File: src/verilog/scm_pkg.sv
// Package: constants and carriers for the secondary clock mask and speed strap logic
`default_nettype none
package scm_pkg;
   localparam int SCM_NCLK = 10;
   // Register byte addresses
   localparam logic [3:0] SCM_OFS_CTRL = 4'h0;
   localparam logic [3:0] SCM_OFS_CLKDIS = 4'h4;
   localparam logic [3:0] SCM_OFS_STATUS = 4'h8;
   // Field positions
   localparam int SCM_CTRL_SRST = 0;
   localparam int SCM_ST_DONE = 0;
   localparam int SCM_ST_CAP = 1;
   localparam int SCM_ST_PFAST = 2;
   localparam int SCM_ST_SFAST = 3;
   localparam int SCM_ST_HALF = 4;
   localparam int SCM_ST_SRST = 5;
   localparam int SCM_ST_LOADING = 6;
   // Reset values
   localparam logic [31:0] SCM_CTRL_RST = 32'h0000_0000;
   localparam logic [31:0] SCM_CLKDIS_RST = 32'h0000_0000;
   // Synchroniser lanes
   localparam int SCM_SY_PRST = 0;
   localparam int SCM_SY_MSK = 1;
   localparam int SCM_SY_SCLK = 2;
   localparam int SCM_SY_CAP = 3;
   localparam int SCM_SY_PFAST = 4;
   localparam int SCM_SY_SFAST = 5;
   localparam int SCM_NSYNC = 6;

   typedef struct packed {
      logic fast_capable_strap;
      logic primary_fast_enable;
      logic secondary_fast_enable;
   } scm_strap_s;

   typedef struct packed {
      logic secondary_fast_enable_o;
      logic secondary_fast_enable_oe;
   } scm_od_s;

   typedef enum logic [2:0] {
      SCM_HOLD = 3'b001,
      SCM_LOAD = 3'b010,
      SCM_DONE = 3'b100
   } scm_state_e;

   function automatic logic [31:0] scm_be_merge(input logic [31:0] old_v, input logic [31:0] new_v,
                                                input logic [3:0] be);
      logic [31:0] r;
      r = old_v;
      for (int i = 0; i < 4; i++) begin
         if (be[i]) begin
            r[i*8 +: 8] = new_v[i*8 +: 8];
         end
      end
      return r;
   endfunction
endpackage
`default_nettype wire

File: src/verilog/scm_clk_gen.sv
// Module: secondary clock outputs with per-output disable and rate select
`default_nettype none
module scm_clk_gen import scm_pkg::*; #(
   parameter int N = SCM_NCLK
) (
   input wire logic clk,
   input wire logic nrst,
   input wire logic ce,
   input wire logic half_rate,
   input wire logic [N-1:0] dis,
   output logic [N-1:0] clk_o
);
   logic phase_ff;
   logic sub_ff;
   logic [N-1:0] clk_o_ff;
   wire step = !half_rate || sub_ff;
   wire nxt_phase = step ? !phase_ff : phase_ff;

   initial begin
      if (N < 1 || N > 32) begin
         $error("scm_clk_gen: N out of range");
      end
   end

   always_ff @(posedge clk or negedge nrst) begin
      if (!nrst) begin
         phase_ff <= 1'b0;
         sub_ff <= 1'b0;
         clk_o_ff <= '0;
      end else if (ce) begin
         sub_ff <= !sub_ff;
         phase_ff <= nxt_phase;
         // Disabled outputs park high, never mid-pulse low
         clk_o_ff <= dis | {N{nxt_phase}};
      end
   end
   assign clk_o = clk_o_ff;

   a_dis_high: assert property (@(posedge clk) disable iff (!nrst)
      ce && dis[0] |=> clk_o_ff[0]) else $error("disabled clock not high");
   a_en_toggles: assert property (@(posedge clk) disable iff (!nrst)
      ce && !dis[0] && !half_rate ##1 ce && !dis[0] && !half_rate |=> clk_o_ff[0] != $past(clk_o_ff[0]))
      else $error("enabled clock stuck");
endmodule
`default_nettype wire

File: src/verilog/scm_top.sv
// Module: serial clock mask loader, secondary reset, speed straps, Avalon-MM registers
//
// The register offsets and the Avalon-MM register port are this design's own decisions.
`default_nettype none
module scm_top import scm_pkg::*; #(
   parameter int N = SCM_NCLK
) (
   input wire logic clk,
   input wire logic nrst,
   input wire logic ce,
   input wire logic primary_rst_n,
   input wire logic msk_in,
   input wire logic mask_shift_clk,
   input wire scm_strap_s strap,
   output scm_od_s sfe,
   output logic secondary_rst_n,
   output logic [N-1:0] sec_clk_o,
   input wire logic [3:0] avs_address,
   input wire logic avs_read,
   input wire logic avs_write,
   input wire logic [31:0] avs_writedata,
   input wire logic [3:0] avs_byteenable,
   output logic [31:0] avs_readdata,
   output logic avs_waitrequest
);
   localparam int CW = $clog2(N + 1);
   localparam logic [CW-1:0] LAST = CW'(N - 1);

   initial begin
      if (N < 1 || N > 32) begin
         $error("scm_top: N out of range");
      end
   end

   // Pin inputs, two stages before use
   logic [SCM_NSYNC-1:0] sy1_ff;
   logic [SCM_NSYNC-1:0] sy2_ff;
   logic sclk_d_ff;
   wire [SCM_NSYNC-1:0] pin_vec = {strap.secondary_fast_enable, strap.primary_fast_enable,
                                   strap.fast_capable_strap, mask_shift_clk, msk_in, primary_rst_n};
   always_ff @(posedge clk or negedge nrst) begin
      if (!nrst) begin
         sy1_ff <= '0;
         sy2_ff <= '0;
         sclk_d_ff <= 1'b0;
      end else if (ce) begin
         sy1_ff <= pin_vec;
         sy2_ff <= sy1_ff;
         sclk_d_ff <= sy2_ff[SCM_SY_SCLK];
      end
   end
   wire prst_off = sy2_ff[SCM_SY_PRST];
   wire msk_s = sy2_ff[SCM_SY_MSK];
   wire shift_edge = sy2_ff[SCM_SY_SCLK] && !sclk_d_ff;
   wire cap_s = sy2_ff[SCM_SY_CAP];
   wire pfast_s = sy2_ff[SCM_SY_PFAST];
   wire sfast_s = sy2_ff[SCM_SY_SFAST];

   // Registers
   logic [31:0] ctrl_ff;
   logic [N-1:0] clkdis_ff;
   logic [CW-1:0] cnt_ff;
   scm_state_e state_ff;
   scm_state_e nxt_state;
   logic srst_n_ff;
   logic eff_fast_ff;
   logic half_ff;
   scm_od_s sfe_ff;
   logic [31:0] rdata_ff;
   logic wait_ff;

   // Bus decode
   wire bus_req = (avs_read || avs_write) && wait_ff;
   wire bus_acc = (avs_read || avs_write) && !wait_ff;
   wire wr_ctrl = bus_acc && avs_write && avs_address == SCM_OFS_CTRL;
   wire wr_clkdis = bus_acc && avs_write && avs_address == SCM_OFS_CLKDIS;
   wire loading = state_ff == SCM_LOAD;
   wire shift_now = loading && shift_edge;
   wire [N-1:0] shifted = N > 1 ? {msk_s, clkdis_ff[N-1:1]} : msk_s;
   wire [31:0] clkdis_word = 32'(clkdis_ff);
   wire [31:0] clkdis_wr = scm_be_merge(clkdis_word, avs_writedata, avs_byteenable);
   // Status bits, each placed at its named position
   wire [31:0] status_word = (32'(state_ff == SCM_DONE) << SCM_ST_DONE)
                             | (32'(cap_s) << SCM_ST_CAP)
                             | (32'(pfast_s) << SCM_ST_PFAST)
                             | (32'(sfast_s) << SCM_ST_SFAST)
                             | (32'(half_ff) << SCM_ST_HALF)
                             | (32'(!srst_n_ff) << SCM_ST_SRST)
                             | (32'(loading) << SCM_ST_LOADING);
   wire [31:0] rd_mux = avs_address == SCM_OFS_CTRL ? ctrl_ff :
                        avs_address == SCM_OFS_CLKDIS ? clkdis_word :
                        avs_address == SCM_OFS_STATUS ? status_word : 32'h0000_0000;

   // Strap decode: a slow-only part never counts as fast; status still shows the raw primary strap
   wire nxt_eff_fast = pfast_s && cap_s;
   wire nxt_half = eff_fast_ff && !sfast_s;
   wire nxt_srst_n = prst_off && state_ff == SCM_DONE && !ctrl_ff[SCM_CTRL_SRST];

   always_comb begin
      nxt_state = state_ff;
      case (state_ff)
         SCM_HOLD: begin
            // Start only while secondary reset is still asserted
            if (prst_off && !srst_n_ff) begin
               nxt_state = SCM_LOAD;
            end
         end
         SCM_LOAD: begin
            if (!prst_off) begin
               nxt_state = SCM_HOLD;
            end else if (shift_edge && cnt_ff == LAST) begin
               nxt_state = SCM_DONE;
            end
         end
         SCM_DONE: begin
            // Primary reset again restarts the whole load
            if (!prst_off) begin
               nxt_state = SCM_HOLD;
            end
         end
         default: nxt_state = SCM_HOLD;
      endcase
   end

   always_ff @(posedge clk or negedge nrst) begin
      if (!nrst) begin
         state_ff <= SCM_HOLD;
         cnt_ff <= '0;
      end else if (ce) begin
         state_ff <= nxt_state;
         if (!loading) begin
            cnt_ff <= '0;
         end else if (shift_edge) begin
            cnt_ff <= cnt_ff + CW'(1);
         end
      end
   end

   // Shift beats a bus write: the serial mask load must not be lost
   always_ff @(posedge clk or negedge nrst) begin
      if (!nrst) begin
         clkdis_ff <= SCM_CLKDIS_RST[N-1:0];
         ctrl_ff <= SCM_CTRL_RST;
      end else if (ce) begin
         if (shift_now) begin
            clkdis_ff <= shifted;
         end else if (wr_clkdis) begin
            clkdis_ff <= clkdis_wr[N-1:0];
         end
         if (wr_ctrl) begin
            ctrl_ff <= scm_be_merge(ctrl_ff, avs_writedata, avs_byteenable) & 32'h0000_0001;
         end
      end
   end

   always_ff @(posedge clk or negedge nrst) begin
      if (!nrst) begin
         srst_n_ff <= 1'b0;
         eff_fast_ff <= 1'b0;
         half_ff <= 1'b0;
         sfe_ff <= '{secondary_fast_enable_o: 1'b0, secondary_fast_enable_oe: 1'b1};
      end else if (ce) begin
         srst_n_ff <= nxt_srst_n;
         eff_fast_ff <= nxt_eff_fast;
         half_ff <= nxt_half;
         // Open drain: only ever drives low; released when fast
         sfe_ff <= '{secondary_fast_enable_o: 1'b0, secondary_fast_enable_oe: !eff_fast_ff};
      end
   end

   // One wait cycle on every access, then a single ready beat
   always_ff @(posedge clk or negedge nrst) begin
      if (!nrst) begin
         wait_ff <= 1'b1;
         rdata_ff <= 32'h0000_0000;
      end else if (ce) begin
         wait_ff <= !bus_req;
         if (bus_req) begin
            rdata_ff <= avs_read ? rd_mux : 32'h0000_0000;
         end
      end
   end

   scm_clk_gen #(.N(N)) u_clk (
      .clk(clk),
      .nrst(nrst),
      .ce(ce),
      .half_rate(half_ff),
      .dis(clkdis_ff),
      .clk_o(sec_clk_o)
   );

   assign sfe = sfe_ff;
   assign secondary_rst_n = srst_n_ff;
   assign avs_readdata = rdata_ff;
   assign avs_waitrequest = wait_ff;

   a_load_start: assert property (@(posedge clk) disable iff (!nrst)
      ce && state_ff == SCM_HOLD && prst_off && !srst_n_ff |=> state_ff == SCM_LOAD)
      else $error("mask load did not start");
   a_shift_bit: assert property (@(posedge clk) disable iff (!nrst)
      ce && shift_now |=> clkdis_ff[N-1] == $past(msk_s)) else $error("mask bit not shifted in");
   a_done_count: assert property (@(posedge clk) disable iff (!nrst)
      $rose(state_ff == SCM_DONE) |-> $past(cnt_ff) == LAST) else $error("wrong mask length");
   a_srst_hold: assert property (@(posedge clk) disable iff (!nrst)
      state_ff != SCM_DONE || !prst_off |=> !srst_n_ff) else $error("secondary reset released early");
   a_srst_bit: assert property (@(posedge clk) disable iff (!nrst)
      ce && ctrl_ff[SCM_CTRL_SRST] |=> !srst_n_ff) else $error("reset bit ignored");
   a_cap_limit: assert property (@(posedge clk) disable iff (!nrst)
      ce && !cap_s |=> !eff_fast_ff) else $error("fast without capability");
   a_sfe_drive: assert property (@(posedge clk) disable iff (!nrst)
      ce && !eff_fast_ff |=> sfe_ff.secondary_fast_enable_oe && !sfe_ff.secondary_fast_enable_o)
      else $error("speed line not driven low");
   a_sfe_release: assert property (@(posedge clk) disable iff (!nrst)
      ce && eff_fast_ff |=> !sfe_ff.secondary_fast_enable_oe) else $error("speed line not released");
   a_half_rate: assert property (@(posedge clk) disable iff (!nrst)
      ce ##1 ce |-> half_ff == $past(eff_fast_ff && !sfast_s)) else $error("rate select wrong");
   a_bus_wait: assert property (@(posedge clk) disable iff (!nrst)
      ce && bus_req |=> !avs_waitrequest ##1 avs_waitrequest) else $error("bus answer timing");

   c_load_done: cover property (@(posedge clk) disable iff (!nrst) $rose(state_ff == SCM_DONE));
   c_srst_off: cover property (@(posedge clk) disable iff (!nrst) $rose(srst_n_ff));
   c_half: cover property (@(posedge clk) disable iff (!nrst) half_ff);
   c_sw_disable: cover property (@(posedge clk) disable iff (!nrst) ce && wr_clkdis);
   c_reload: cover property (@(posedge clk) disable iff (!nrst) state_ff == SCM_DONE ##1 state_ff == SCM_HOLD);
endmodule
`default_nettype wire

File: config.mk
export PLATFORM = sky130hd
export DESIGN_NAME = scm_top
export DESIGN_NICKNAME = d
export VERILOG_FILES = /design/src/verilog/scm_pkg.sv /design/src/verilog/scm_clk_gen.sv /design/src/verilog/scm_top.sv
export SDC_FILE = /design/constraint.sdc
export NUM_CORES = 1
export LEC_CHECK = 0
export BUFFER_PORTS_ARGS = -buffer_cell sky130_fd_sc_hd__buf_2
export CAP_MARGIN = 10
export CORE_MARGIN = 4
export CORE_UTILIZATION = 43
export CTS_CLUSTER_SIZE = 20
export DETAILED_ROUTE_END_ITERATION = 16
export GPL_TIMING_DRIVEN = 0
export PLACE_DENSITY = 0.75
export SYNTH_ARGS = -nofsm -noshare
export SYNTH_HDL_FRONTEND = slang
export SYNTH_SLANG_ARGS = --single-unit
File: constraint.sdc
create_clock -name clk -period 3.7 [get_ports clk]
set_input_delay 0.185 -clock clk [delete_from_list [all_inputs] [get_ports clk]]
set_output_delay 0.185 -clock clk [all_outputs]
set_load 0.05 [all_outputs]
# Yosys cells after proc, flatten, opt, wreduce, memory -nomap -nowiden
# Cells that the tools add are included.
# Widths: inputs -> output; s select.
[totals]
regBits = 80
input_bits = 51
elab_cells = 86
[op_classes]
n_addsub = 1
n_eq_ne = 10
muxes = 16
bitwise = 7
n_reduce_logical = 35
[op_table]
columns = ["operator", "count"]
rows = [
  ["$mux 10", 5],
  ["$logic_and 1x1->1", 13],
  ["$mux 3", 4],
  ["$logic_not 1->1", 10],
  ["$or 10x10->10", 1],
  ["$pmux 3 s3", 1],
  ["$reduce_and 3->1", 3],
  ["$eq 4x4->1 const B", 2],
  ["$mux 4", 2],
  ["$mux 8", 1],
  ["$mux 7", 1],
  ["$or 6x7->7", 1],
  ["$ne 2x2->1 const B", 3],
  ["$or 5x6->6", 1],
  ["$reduce_bool 2->1", 3],
  ["$or 4x5->5", 1],
  ["$add 4x1->4 const B", 1],
  ["$eq 4x3->1 const B", 1],
  ["$logic_not 4->1", 1],
  ["$or 3x4->4", 1],
  ["$reduce_and 2->1", 2],
  ["$reduce_and 4->1", 1],
  ["$eq 3x1->1 const B", 1],
  ["$eq 3x2->1 const B", 1],
  ["other kinds (7)", 8],
]

# Depth between registers and ports, before layout
# Gate-level depths: netlist of run 1.
[depth]
depth_word = 11
ltp_mapped = 6
depth_no_buf = 5

# Modules after synthesis
# Synthesis of run 1 repeated with hierarchy kept, for this count alone.
[unflattened]
cells_unflattened = 252
area_unflattened_um2 = 2911.5
[by_module_without_submodules]
columns = ["mod", "n_inst", "cells_each", "area_each_um2"]
rows = [
  ["scm_top", 1, 203, 2402.3],
  ["scm_clk_gen", 1, 49, 509.2],
]

# Least setup slack after synthesis of run 1
# No wires, ideal clock.
[synth_timing]
path_type = "flip-flop to flip-flop"
from = "reg state_ff[2]"
to = "reg clkdis_ff[0]"
arrival_time_ns = 1.485
required_ns = 3.575
slack_ns = 2.090
path_stages_with_launch = 7
cell_sequence = "dfrtp_1 -> buf_4 -> nor3b_4 -> nand2_2 -> buf_6 -> mux2_4 -> mux2_4"
[synth_between]
elab_chain_len = 4
word_cells_on_any_way = 6
[synth_rtl]
columns = ["item", "line", "source"]
rows = [
  ["start: declaration", "scm_top.sv:63", "scm_state_e state_ff;"],
  ["start signal: assignment", "scm_top.sv:130", "state_ff <= nxt_state;"],
  ["$eq 3x2->1 (*)", "scm_top.sv:77", "wire loading = state_ff == SCM_LOAD;"],
  ["$logic_and 1x1->1 (*)", "scm_top.sv:78", "wire shift_now = loading && shift_edge;"],
  ["$reduce_bool 2->1 (no line)", "--", ""],
  ["$reduce_and 3->1 (no line)", "--", ""],
  ["end signal: assignment", "scm_top.sv:142", "clkdis_ff <= SCM_CLKDIS_RST[N-1:0];"],
  ["end signal: assignment", "scm_top.sv:146", "clkdis_ff <= shifted;"],
  ["end signal: assignment", "scm_top.sv:148", "clkdis_ff <= clkdis_wr[N-1:0];"],
  ["end: declaration", "scm_top.sv:61", "logic [N-1:0] clkdis_ff;"],
]
# Mark *: on every way between the ends. The rest lies on a longest branch, timed or not.
# A chain may end at the register's enable or synchronous reset.

# Worst setup path after layout of run 1
[layout_timing]
from = "reg state_ff[2]"
to = "reg clkdis_ff[8]"
# Same word-level chain as after synthesis.

==> reports/metrics.cfg, run 1 <==
[run_status]
outcome=finished clean

[critical_path]
cp.arrival_ns=1.97
cp_slowest_cell=dfrtp_1
worst-path-max-fanout=10
path_cells=buf_4 -> nor3b_4 -> nand2_2 -> buf_6 -> mux2_4 -> mux2_2
cp_top_family=multiplexers
crit_buf_inv=2
critical_path_depth=6
max_stage_delay_ns=0.36
worstSetupPathType=flip-flop to flip-flop
end_kind=flip-flop
r2r_cells=6
worstPathRequired_ns=3.92
critPathLaunchType=flip-flop

[sta]
worst_slew_pin_slew_ns=0.581
period_needed_ns=1.75
rsz0062_at_grt=false
max_freq_ghz=0.572
fin_skew_ns=0.00557
fin_crit_sh_pct=47.2
setup_viol=0
max_slew_margin_pct=60.9
finalHoldViolations=0
slew_viol_final=0
setup_tns_ns=0

[power_and_ir_drop]
p_per_area_mw_per_mm2=614
ir_drop_uv=523
power_leakage_nw=1.67

[routing]
wl_per_cell_um=15.4
via_per_inst=5.09
ant_nets=0
wirelength_um=6080
dr.pass1.iters=4
drc=0
num_vias=2012
drt_iter0_markers=99

[logic_synthesis]
yosysSeqAreaShare_pct=51.5
ys.flop_type=dfrtp_1
async_flop_share_pct=100
synth_enable_flop_cells=0
synthesis.area_mm2=0.00283
ys_warn_count=0
syn_avg_cell_area_um2=12.3
ys_seq_elements=58
synth_cell_types=41
netlist_instances=230

[final_layout]
regArea_mm2=0.00146
utilization_pct=54.1
antenna_cells=0
finalNetCount=366
fill_cells=568
multi_input_area_mm2=0.00121
drive_gt1_share_pct=42.8
area_delta_synth_final_pct=21.4

[place]
gp_congestion=0.860
io_buffers=48
hpwlAfterDp_um=4580

[global_route]
use_met1_pct=22.8
grt_max_degree=42
grt_usage_pct=16.7
gr-total-overflow=0
grt_antenna_before_repair=0
use_met2_pct=25.1
grt-busiest-layer=met2
grt_pass1_vias=1990
grt_use_met3_pct=5.35
grt_pass1_wl_um=9870

[clocking]
cts_setup_buffers=0
tritoncts=yes
clk_pin_slew_worst_paths_ns=0.07
numCtsBuffers=9
ctsHtreeMaxLevel=3
cts.sinks=58
clockBufferDepth=2
worstSkewPairLatency_ns=0.34
root_buffer=clkbuf_8

[flow_run]
drv_cap=0

[worst_hold_path]
min_path_cells=2
hp-class=input pin to flip-flop

[die]
rows=29
core_mm2=0.00635
die_w_um=89.1
start_util_pct=44.5
die_area_mm2=0.00794
num_io_pins=97
die_h_um=89.1

## metal layers
metal / wire [µm] / share of wire (%)
met5: 0 / 0
met2: 2900 / 48
met4: 106 / 1.7
met3: 504 / 8.3
met1: 2560 / 42
## flip-flops by register name, indices dropped and copies added, names as in the netlist
name,cells
ctrl_ff,1
u_clk.clk_o,10
sclk_d_ff,1
state_ff,3
cnt_ff,4
u_clk.phase_ff,1
sfe,1
sy1_ff,6
clkdis_ff,10
u_clk.sub_ff,1
half_ff,1
avs_readdata,10
secondary_rst_n,1
avs_waitrequest,1
sy2_ff,6
eff_fast_ff,1
## report_power, final
group / internal, mW / switching [mW] / leakage, nW
sequential: 0.795 / 0.134 / 0.721
combinational: 0.271 / 0.429 / 0.867
clock: 0.241 / 0.237 / 0.0774
## metrics by stage
stage / cell area, µm² / worst slack [ns] / total power [mW] / hold WS (ns) / std cells
detailed placement: 3270 / 1.97 / 1.64 / 0.149 / 378
finish: 3430 / 1.95 / 2.11 / 0.0751 / 395
global placement: 3250 / 1.97 / 1.62 / 0.418 / 377
CTS: 3430 / 1.95 / 2.12 / 0.0615 / 395
global route: 3430 / 1.87 / 2.22 / 0.0687 / 395
floorplan: 2910 / 2.09 / 1.46 / -0.111 / 252
## area by class of cell
| type | instances | share of cell area (%) |
|---|---|---|
| repair buffers | 50 | 7.87 |
| flip-flops and latches | 58 | 42.4 |
| well taps | 77 | 2.81 |
| plain buffers | 33 | 6.81 |
| clock inverters | 3 | 0.510 |
| multi-input cells | 157 | 35.1 |
| inverters | 4 | 0.437 |
| clock buffers | 13 | 4.05 |
## synth_stat cells, types with 2 or more instances
cell / number / area share (%)
nand4_1: 2 / 0.44
nand3_1: 4 / 0.71
clkbuf_1: 3 / 0.40
xnor2_1: 2 / 0.62
a21oi_1: 3 / 0.53
inv_1: 4 / 0.53
xor2_1: 2 / 0.62
nor2_1: 5 / 0.66
a22oi_1: 6 / 1.6
nand2_1: 16 / 2.1
mux2_4: 16 / 8.5
ha_1: 2 / 0.88
buf_2: 4 / 0.71
o31ai_1: 3 / 0.80
nor4_1: 2 / 0.44
a22o_1: 4 / 1.2
nand2b_1: 2 / 0.44
a32o_1: 2 / 0.71
nor4b_1: 2 / 0.62
dfstp_2: 3 / 2.8
nor2b_1: 3 / 0.66
o22a_1: 10 / 3.1
buf_4: 24 / 6.4
mux2_2: 20 / 8.0
o21ai_0: 15 / 2.7
buf_6: 2 / 0.80
dfrtp_1: 55 / 49
## cell usage in the layout (no fill, tap or decap), drive strengths merged, types with 2 or more instances in the layout
cell / Yosys / final
a32o: 2 / 2
nand4: 2 / 2
o21ai: 16 / 16
nor4b: 2 / 2
nor2: 5 / 5
nor4: 2 / 2
xor2: 2 / 2
o31ai: 3 / 3
clkbuf: 3 / 16
clkinv: 0 / 2
mux2: 36 / 36
a21oi: 3 / 3
conb: 1 / 23
xnor2: 2 / 2
nand2b: 2 / 2
o22a: 10 / 10
a22o: 4 / 4
nand3: 4 / 4
inv: 4 / 4
buf: 30 / 79
nor2b: 3 / 3
dfrtp: 55 / 55
dfstp: 3 / 3
a22oi: 6 / 6
ha: 2 / 2
nand2: 17 / 17
## logic make-up (layout without fill, tap and decap cells)
logic type / count (synthesis) / in the layout / share of synthesized area [%]
and+or+nand+nor: 44 / 44 / 8.67
muxes: 36 / 36 / 16.5
xor gates and xnor gates: 4 / 4 / 1.24
DFF: 58 / 58 / 51.5
buffers and inverters: 37 / 103 / 8.80
adders and majority gates: 2 / 2 / 0.885
AOI/OAI and AO/OA: 48 / 48 / 12.3
other: 1 / 23 / 0.133
## path summary, 6_finish.rpt
check | startpoint | endpoint | slack (ns)
max | state_ff[2] | clkdis_ff[8] | 1.95
min | strap[1] | sy1_ff[4] | 0.08
max reg2reg | state_ff[2] | clkdis_ff[8] | 1.95
min reg2reg | u_clk.sub_ff | u_clk.sub_ff | 0.45
max in group asynchronous | nrst | sfe[0] | 2.76
min in group asynchronous | nrst | avs_readdata[8] | 0.32
## timing repair
action | in CTS | in global routing
hold buffers | 1 | 0
hold endpoints to repair | 15 | 0
setup endpoints to repair | 0 | 0
gates resized for setup | 0 | 0
No activity file was read; power rests on OpenSTA's default activity.
==> inputs of run 2 (changes only) <==
Settings changed: PLACE_DENSITY 0.75 to 0.78.
Clock period 3.7 ns to 1.48 ns, I/O delays scaled along.
==> reports/metrics.cfg, run 2 (synthesis gave the netlist of run 1 again) <==
[sta]
max_freq_ghz=0.590  ; was 0.572 GHz
fin_skew_ns=0.00808  ; was 0.00557 ns
finalHoldViolations=0  ; unchanged
rsz0062_at_grt=true  ; was false
setup_slack_ns=-0.216  ; was 1.95 ns
slew_viol_final=0  ; unchanged
worst_slew_pin_slew_ns=0.607  ; was 0.581 ns
period_needed_ns=1.70  ; was 1.75 ns
fin_crit_sh_pct=115  ; was 47.2%
max_slew_margin_pct=59.5  ; was 60.9%
setup_viol=10  ; was 0

[die]
rows=29  ; unchanged
core_mm2=0.00635  ; unchanged
die_area_mm2=0.00794  ; unchanged
start_util_pct=44.5  ; unchanged
die_w_um=89.1  ; unchanged
num_io_pins=97  ; unchanged
die_h_um=89.1  ; unchanged

[worst_hold_path]
hp-class=input pin to flip-flop  ; unchanged

[global_route]
grt_pass1_vias=2098  ; was 1990
grt_antenna_before_repair=0  ; unchanged
grt_max_degree=38  ; was 42
grt_usage_pct=18.0  ; was 16.7%
gr-total-overflow=0  ; unchanged
grt_pass1_wl_um=10600  ; was 9870 µm

[power_and_ir_drop]
combPwrFrac_pct=33.1  ; was 33.2%
intPower_mw=3.75  ; was 1.31 mW
ir_drop_uv=1180  ; was 523 µV
p_per_area_mw_per_mm2=1590  ; was 614 mW/mm²
power_leakage_nw=1.82  ; was 1.67 nW
swShare_pct=36.5  ; was 38.0%
switching_power_mw=2.16  ; was 0.801 mW
p_seq_share_pct=39.9  ; was 44.1%
p_clk_share_pct=27.0  ; was 22.7%

[clocking]
worstSkewPairLatency_ns=0.34  ; about the same
ctsHtreeMaxLevel=3  ; unchanged
clockBufferDepth=2  ; unchanged
clk_pin_slew_worst_paths_ns=0.07  ; about the same
numCtsBuffers=9  ; unchanged
tritoncts=yes  ; unchanged
root_buffer=clkbuf_8  ; unchanged
cts.sinks=58  ; unchanged

[critical_path]
end_kind=flip-flop  ; unchanged
worstPathRequired_ns=1.70  ; was 3.92 ns
crit_buf_inv=2  ; unchanged
cp_top_family=multiplexers  ; unchanged
cp.arrival_ns=1.92  ; was 1.97 ns
cpMostUsedCell=mux2_4
critPathLaunchType=flip-flop  ; unchanged
cp_slowest_cell=dfrtp_1  ; unchanged
max_stage_delay_ns=0.34  ; was 0.36 ns
path_cells=buf_6 -> nor3b_4 -> nand2_4 -> buf_12 -> mux2_4 -> mux2_4  ; was buf_4 -> nor3b_4 -> nand2_2 -> buf_6 -> mux2_4 -> mux2_2
r2r_slack_ns=-0.22  ; was 1.95 ns
worstSetupPathType=flip-flop to flip-flop  ; unchanged
worst-path-max-fanout=5  ; was 10

[place]
gp_congestion=0.915  ; was 0.860
io_buffers=48  ; unchanged
hpwlAfterDp_um=4640  ; was 4580 µm
dpl.cell_count=378  ; unchanged

[routing]
num_vias=2098  ; was 2012
via_per_inst=5.12  ; was 5.09
dr.pass1.iters=4  ; unchanged
drt_iter0_markers=181  ; was 99
drc=0  ; unchanged
wl_per_cell_um=16.7  ; was 15.4 µm
ant_nets=0  ; unchanged
wirelength_um=6850  ; was 6080 µm

[final_layout]
fill_cells=529  ; was 568
antenna_cells=0  ; unchanged
drive_gt1_share_pct=46.5  ; was 42.8%
final_cell_mix=dfrtp_1 (55), buf_2 (52), buf_4 (32), conb_1 (23), mux2_4 (19)  ; was dfrtp_1 (55), buf_2 (52), buf_4 (24), conb_1 (23), mux2_2 (20)
stdcell_count=410  ; was 395
utilization_pct=58.6  ; was 54.1%
finalNetCount=381  ; was 366
area_delta_synth_final_pct=31.5  ; was 21.4%
final_common_cell=dfrtp_1  ; unchanged

[flow_run]
drv_cap=0  ; unchanged

[run_status]
outcome=complete, but fails checks  ; was finished clean
violations=setup timing

## run 2: cell types whose count changed in the layout (fill, tap and decap cells not counted), sizes merged
cell / previous run / this run
clkinv: 2 / 3
bufinv: 0 / 2
buf: 79 / 88
clkinvlp: 1 / 0
clkbuf: 16 / 13
dlygate4sd3: 1 / 8
## run 2: per-layer routing
layer  vias up  share of wire (%)  global-route usage [%]
li1        978                  -                       -
met2        96                 50                    29.9
met1      1013                 40                    21.8
met5         -                  0                       0
met4         0                1.5                    5.41
met3        11                8.9                    6.64
## run 2: cell type report
| class | count | area (µm²) | area share [%] |
|---|---|---|---|
| Sequential cell | 58 | 1460 | 39.2 |
| Multi-Input combinational cell | 157 | 1270 | 34.2 |
| Timing Repair Buffer | 66 | 428 | 11.5 |
| Buffer | 32 | 239 | 6.42 |
| Clock buffer | 11 | 131 | 3.53 |
| Tap cell | 77 | 96.3 | 2.59 |
| Clock inverter | 5 | 78.8 | 2.12 |
| Inverter | 4 | 15.0 | 0.404 |
## run 2: repair_timing
item                                   CTS  global route
resized for setup                        9            10
pin swaps                                2             3
cloned                                   1             0
hold buffers                             8             0
endpoints found under the hold margin   26             0
setup endpoints to repair               11            26
buffers inserted                         4             4
## run 2: worst paths after layout
path / cells past startpoint / startpoint / endpoint
setup / recovery: 6 / state_ff[1] / clkdis_ff[8]
hold / removal: 3 / avs_writedata[4] / clkdis_ff[4]
setup reg to reg: 6 / state_ff[1] / clkdis_ff[8]
hold reg to reg: 1 / u_clk.sub_ff / u_clk.sub_ff
max in group asynchronous: 3 / nrst / avs_waitrequest
min in group asynchronous: 2 / nrst / avs_readdata[1]
## run 2: per-stage QoR
step                setup TNS, ns  hold slack (ns)  worst slack, ns  total power, mW  cell area (µm²)
floorplan                   -1.18           -0.222           -0.124             3.67             2940
global route                -2.29           0.0727           -0.245             6.17             3720
detailed placement          -2.31           0.0825           -0.247             4.13             3290
finish                      -1.84           0.0861           -0.216             5.90             3720
CTS                         -2.20           0.0757           -0.221             5.81             3670
global placement            -2.32            0.306           -0.255             4.07             3270
## run 2: worst reg2reg max path: stages (launching register included)
cell,delay (ns)
dfrtp_1,0.34
buf_6,0.11
nor3b_4,0.27
nand2_4,0.14
buf_12,0.16
mux2_4,0.29
mux2_4,0.28
## run 2: power by group through the flow
stage	Clock, mW	Sequential, mW	Combinational (mW)
2_1_floorplan	0	2.77	0.891
3_3_place_gp	0	2.35	1.72
5_1_grt	1.70	2.40	2.07
3_5_place_dp	0	2.37	1.76
6_report	1.59	2.36	1.95
4_1_cts	1.62	2.35	1.84
